<file path="config.mk">
export PLATFORM = sky130hd
export DESIGN_NAME = btg_top
export DESIGN_NICKNAME = d
export VERILOG_FILES = /design/src/btg_pkg.sv /design/src/btg_top.sv /design/src/btg_adder.sv
export SDC_FILE = /design/constraint.sdc
export NUM_CORES = 1
export LEC_CHECK = 0
export BUFFER_PORTS_ARGS = -buffer_cell sky130_fd_sc_hd__buf_4
export CORE_UTILIZATION = 45
export CTS_CLUSTER_SIZE = 28
export DETAILED_ROUTE_END_ITERATION = 8
export PLACE_DENSITY = 0.76
export SYNTH_ARGS = -nofsm -noshare
export SYNTH_HDL_FRONTEND = slang
export SYNTH_SLANG_ARGS = --single-unit
</file>
<file path="constraint.sdc">
create_clock -name ref_clk -period 3.3 [get_ports ref_clk]
set_clock_uncertainty 0.2 [all_clocks]
set_input_delay 0.33 -clock ref_clk [delete_from_list [all_inputs] [get_ports ref_clk]]
set_output_delay 0.33 -clock ref_clk [all_outputs]
set_load 0.02 [all_outputs]
</file>
<file path="src/btg_pkg.sv">
package btg_pkg;

    localparam int          PC_W       = 16;
    localparam int          LEN_W      = 3;
    localparam logic [15:0] PC_RESET   = 16'h0000;
    localparam int          DISP_SIGN  = 7;

    typedef enum logic [3:0]
    {
        BTG_SEQ   = 4'h1,
        BTG_REL   = 4'h2,
        BTG_CONDR = 4'h4,
        BTG_ABS   = 4'h8
    } btg_kind_e;

    typedef struct packed
    {
        logic                valid;
        btg_kind_e           kind;
        logic                cond_taken;
        logic [LEN_W-1:0]    length;
        logic [7:0]          relative_displacement;
        logic [PC_W-1:0]     absolute_target;
    } btg_instr_s;

    function automatic logic [PC_W-1:0] btg_sext8(input logic [7:0] d);
        btg_sext8 = {{(PC_W-8){d[DISP_SIGN]}}, d};
    endfunction : btg_sext8

endpackage : btg_pkg

</file>
<file path="src/btg_top.sv">
`timescale 1ns/1ps
module btg_top
(
    input  wire logic                 ref_clk,
    input  wire logic                 sys_rst,
    input  wire btg_pkg::btg_instr_s  instr,
    output logic [btg_pkg::PC_W-1:0]  pc_q,
    output logic                      branched_q
);
    import btg_pkg::*;

    logic [PC_W-1:0] next_seq;
    logic [PC_W-1:0] rel_target;
    logic [PC_W-1:0] pc_d;
    logic            branched_d;

    // following instruction start, wraps like the pc itself
    assign next_seq = pc_q + PC_W'(instr.length);

    btg_adder u_adder
    (
        .base                  (next_seq),
        .relative_displacement (instr.relative_displacement),
        .sum                   (rel_target)
    );

    always_comb
    begin
        pc_d       = pc_q;
        branched_d = 1'b0;
        if (instr.valid)
        begin
            case (instr.kind)
                BTG_REL:
                begin
                    pc_d       = rel_target;
                    branched_d = 1'b1;
                end
                BTG_CONDR:
                begin
                    pc_d       = instr.cond_taken ? rel_target : next_seq;
                    branched_d = instr.cond_taken;
                end
                BTG_ABS:
                begin
                    // whole 16-bit word, no region limit
                    pc_d       = instr.absolute_target;
                    branched_d = 1'b1;
                end
                default:
                begin
                    pc_d = next_seq;
                end
            endcase
        end
    end

    always_ff @(posedge ref_clk)
    begin
        if (sys_rst)
        begin
            pc_q       <= PC_RESET;
            branched_q <= 1'b0;
        end
        else
        begin
            pc_q       <= pc_d;
            branched_q <= branched_d;
        end
    end

    // helper for the idle-run check only; pc captured on the first idle edge
    // so a slow drift over several stalls is caught, not just a one-cycle jump
    logic [3:0]      idle_run_q;
    logic [3:0]      idle_run_d;
    logic [PC_W-1:0] idle_pc_q;
    logic [PC_W-1:0] idle_pc_d;

    always_comb
    begin
        idle_run_d = 4'h0;
        idle_pc_d  = idle_pc_q;
        if (!instr.valid)
        begin
            // saturate so a long stall cannot roll back to zero
            idle_run_d = (idle_run_q == 4'hF) ? 4'hF : idle_run_q + 4'h1;
            if (idle_run_q == 4'h0)
            begin
                idle_pc_d = pc_q;
            end
        end
    end

    always_ff @(posedge ref_clk)
    begin
        if (sys_rst)
        begin
            idle_run_q <= 4'h0;
            idle_pc_q  <= PC_RESET;
        end
        else
        begin
            idle_run_q <= idle_run_d;
            idle_pc_q  <= idle_pc_d;
        end
    end
endmodule : btg_top

</file>
<file path="src/btg_adder.sv">
`timescale 1ns/1ps
module btg_adder
(
    input  wire logic [btg_pkg::PC_W-1:0] base,
    input  wire logic [7:0]               relative_displacement,
    output logic      [btg_pkg::PC_W-1:0] sum
);
    import btg_pkg::*;

    // carry out of bit 15 dropped by width
    assign sum = base + btg_sext8(relative_displacement);

endmodule : btg_adder

</file>
Yosys cells after proc, flatten, opt, wreduce, memory -nomap -nowiden
Cells that the tools add are included.
{"block": "word_totals", "regBits": 17, "in_bits": 35, "word_cells": 13}
{"block": "classes", "addsub": 2, "eq_ne": 3, "n_mux": 3, "bitwise_logic": 1, "reduce_logical": 2}
{"operator": "case mux 16 bit (3 select lines)", "n": 1}
{"operator": "adder 16 bit", "n": 1}
{"operator": "adder 16 x 3 -> 16 bit", "n": 1}
{"operator": "two-way mux 16 bit", "n": 1}
{"operator": "== test 4 x 2 -> 1 bit (second input constant)", "n": 1}
{"operator": "== test 4 x 3 -> 1 bit (second input constant)", "n": 1}
{"operator": "== test 4 bit (second input constant)", "n": 1}
{"operator": "OR reduction 2 bit", "n": 2}
{"operator": "case mux 1 bit (2 select lines)", "n": 1}
{"operator": "inverter 1 bit", "n": 1}

Depth between registers and ports, before layout
{"block": "depth", "word_depth": 4, "ltp_mapped": 13, "mapped_depth_nobuf": 13}

By module
From an unflattened synthesis, not the netlist that was laid out.
{"block": "unflattened", "cells_unflattened": 271, "area_unflattened_um2": 2122.0}
{"module": "btg_top", "instances": 1, "cells_each": 173, "area_each_um2": 1397.6, "seq_area_each_um2": 340.3}
{"module": "btg_adder", "instances": 1, "cells_each": 98, "area_each_um2": 724.4, "seq_area_each_um2": 0.0}

Worst setup path after synthesis
OpenSTA, ideal clock, no wires.
{"block": "synth_path", "path_kind": "reg-to-reg", "startpoint": "reg pc_q[0] (netlist bit)", "endpoint": "reg pc_q[14] (netlist bit)", "setup_ns": 0.101, "arrival_ns": 2.942, "slack_ns": 0.057, "path_stages_with_launch": 13, "path_buffers": 0, "period_less_slack_ns": 3.243, "cell_sequence": "dfxtp_1 > ha_1 > fa_1 > a21o_1 > nand3_1 > or3_1 > xnor2_1 > ha_1 > a21oi_1 > nand2_1 > o32ai_1 > xor2_1 > o41ai_1"}
{"block": "synth_between", "elab_chain_len": 4}
{"item": "start: declaration", "line": "btg_top.sv:7", "text": "output logic [btg_pkg::PC_W-1:0] pc_q,"}
{"item": "start signal: assignment", "line": "btg_top.sv:67", "text": "pc_q <= pc_d;"}
{"item": "adder 16 x 3 -> 16 bit (*)", "line": "btg_top.sv:18", "text": "assign next_seq = pc_q + PC_W'(instr.length);"}
{"item": "adder 16 bit", "line": "btg_adder.sv:11", "text": "assign sum = base + btg_sext8(relative_displacement);"}
{"item": "two-way mux 16 bit", "line": "btg_top.sv:41", "text": "pc_d = instr.cond_taken ? rel_target : next_seq;"}
{"item": "case mux 16 bit (3 select lines) (*)", "line": "btg_top.sv:33", "text": "case (instr.kind)"}
Every way passes the cells marked *; elsewhere a longest branch is shown, timed or not.
A chain may end at the register's enable or synchronous reset.

Final worst setup path
{"block": "layout_path", "startpoint": "reg pc_q[0] (netlist bit)", "endpoint": "reg pc_q[13] (netlist bit)"}
The elaborated chain is that of the path after synthesis.

==> flow_metrics.tcl <==
set metrics [dict create \
    reg2reg_from "pc_q[0]" \
    powerDensity_nw_per_um2 317 \
    clk_latency_ns 0.27 \
    grt_max_degree 24 \
    hold_buffers 0 \
    routed_via_density 6.15 \
    synthDistinctLibCells 48 \
    path_clk_slew_ns 0.08 \
    pin_count 52 \
    met2_usage_pct 48.0 \
    synth_top_area_share_pct 17.4 \
    row_count 23 \
    period_share_pct 97.6 \
    met1_usage_pct 36.5 \
    die_y_um 68.0 \
    gr-max-usage-layer "met2" \
    antenna_found_initial 0 \
    finalNonFillerCells 383 \
    cts_sinks 17 \
    fin_nets 390 \
    grt_remaining_overflow 0 \
    fmax_mhz 311 \
    finalHoldViolations 0 \
    dr.pass1.iters 4 \
    htreeDepth 1 \
    cp-end-kind "flop" \
    dieArea_um2 4620 \
    synthCells 255 \
    syn_area_per_cell_um2 7.68 \
    post-route-min-period_ns 3.22 \
    cp.arrival_ns 3.21 \
    power.leakage_uw 0.00126 \
    drt-initial-drc-count 136 \
    routed_wl_mm 6.56 \
    ff2ff_path_depth 13 \
    cap_viol_max_count 0 \
    gp_congestion 0.910 \
    wl_per_cell_um 17.1 \
    hpwl_mm 4.47 \
    synth-edff-count 0 \
    ir_drop_uv 226 \
    crit_path_start_kind "flop" \
    max_slew.worst_pin.slew_ns 0.492 \
    slew_violations 0 \
    min_to "pc_q[3]" \
    syn-num-nets 311 \
    drc 0 \
    max_slew_margin_pct 67.2 \
    crit_type "flop to flop" \
    grt_usage_pct 28.2 \
    ys_warn_count 0 \
    grt_util_met3_pct 3.67 \
    diodes 0 \
    drive_gt1_share_pct 39.9 \
    initial_core_util_pct 47.9 \
    cts_tree "built" \
    finish.utilization_pct 72.0 \
    min_path_cells 3 \
    required_ns 3.29 \
    die_w_um 68.0 \
    dr_total_vias 2354 \
    cts_buffers 3 \
    multi_input_area_um2 1820 \
    fill_cells 333 \
    cp_max_fo 4 \
    rrSetupSlack_ns 0.08 \
    synthTopCellsByArea "dfxtp_1, ha_1, xnor2_1, a21oi_1, nand2_1" \
    holdCritStartpoint "instr[3]" \
    cts_buffer_depth 2 \
    portBuffers 51 \
    outcome "complete, no violations" \
    syn_area_um2 1960 \
    core_um2 4090 \
    hold_path.class "input pin to flop" \
    ff_latch_area_um2 345 \
    area_growth_pct 50.2 \
    async_reset_ff_share_pct 0 \
    synth_top_area_cell "dfxtp_1" \
    grt_pass1_vias 2110 \
    cts_root_buf "clkbuf_8" \
    synth_commonest_cells "nand2_1, nor2_1, a21oi_1" \
    ys_seq_elements 17 \
    ys_seq_area_share_pct 17.4 \
    timing.rr.end "pc_q[13]" \
    ant_nets 0 \
    grt_pass1_wl_mm 9.85 \
    final-setup-viol-count 0 \
    rsz0062_at_grt "true" \
    synth_top_flop_cell "dfxtp_1" \
    power.total_uw 932 \
    dp.cells 375 \
]
power by group:
part	total [uW]	switching (uW)	internal [uW]
Combinational	512	261	251
Clock	171	86.4	84.2
Sequential	249	27.7	222
cells in the final DEF, fill, tap and decap left out, drive strengths merged, types with 3 or more instances in the layout:
master  netlist  routed
a211oi        9       9
a21o          5       5
a21oi        20      20
a221oi        9       9
a31oi         3       3
and4          3       3
buf           2      84
clkbuf        8       3
dfxtp        17      17
ha           19      19
inv           8       8
nand2        24      24
nand2b        5       5
nand3         6       6
nand4         4       4
nor2         24      24
nor3          9       9
o211ai        5       5
o21ai        10      10
o22ai         3       3
o41ai         3       3
or3           4       4
xnor2        19      19
xor2          6       6
repair_timing:
| action | CTS | global route |
|---|---|---|
| gates resized for setup | 7 | 48 |
| setup buffers | 0 | 4 |
| setup endpoints to repair | 4 | 8 |
| cloned | 0 | 0 |
| pin swaps | 0 | 17 |
cell type report:
type                    count  share of cell area (%)
flip-flops and latches     17                    11.7
clock buffers               3                    1.40
inverters                   8                    1.02
repair buffers             84                    21.6
multi-input cells         220                    62.0
clock inverters             1                   0.170
well taps                  50                    2.13
per-layer routing:
| layer | wire length (um) | part of all wire, % | vias up |
|---|---|---|---|
| met5 | 0 | 0 | - |
| met4 | 85 | 1.3 | 0 |
| met3 | 516 | 7.9 | 11 |
| met2 | 3260 | 50 | 109 |
| met1 | 2700 | 41 | 1102 |
| li1 | - | - | 1132 |
worst max-delay path by stage:
stage	start	endpoint	slack, ns	cells after the start
final	pc_q[0]	pc_q[13]	0.08	13
after global routing	pc_q[0]	pc_q[14]	-0.06	13
after CTS	pc_q[0]	pc_q[14]	-0.009	13
after detailed placement	instr[24]	pc_q[14]	-0.17	13
after global placement	instr[24]	pc_q[14]	-0.13	13
after floorplan	pc_q[0]	pc_q[14]	0.06	12
through the flow:
step	hold WS, ns	TNS (ns)	worst slack (ns)	instance area [um2]
final	0.171	0	0.0803	2940
after global routing	0.180	-0.138	-0.0632	2940
after CTS	0.175	-0.00924	-0.00924	2660
after detailed placement	0.288	-0.444	-0.173	2580
after global placement	0.290	-0.259	-0.132	2580
after floorplan	0.310	0	0.0567	1960
critical path, cell delays in order (launching register included):
cell and delay [ns]:
dfxtp_4 0.36, ha_4 0.14, fa_2 0.20, a21o_1 0.15, nand3_2 0.11, or3_4 0.40
xnor2_2 0.17, ha_4 0.31, buf_4 0.12, nand2_1 0.09, o21ai_0 0.31, nor3b_2 0.25
o21ai_0 0.11, a311oi_1 0.20
registers in the layout (all words and copies together), names as in the netlist:
name and cells:
pc_q 16, branched_q 1
cell families after synthesis:
family	share of synthesized area [%]
multiplexers	0.511
XOR/XNOR	11.2
AND/OR/NAND/NOR	23.8
buffers and inverters	3.58
adder cells (fa/ha/maj)	14.2
flip-flops	17.4
AO/OA/AOI/OAI	29.4
(Power assumes the default switching activity.)
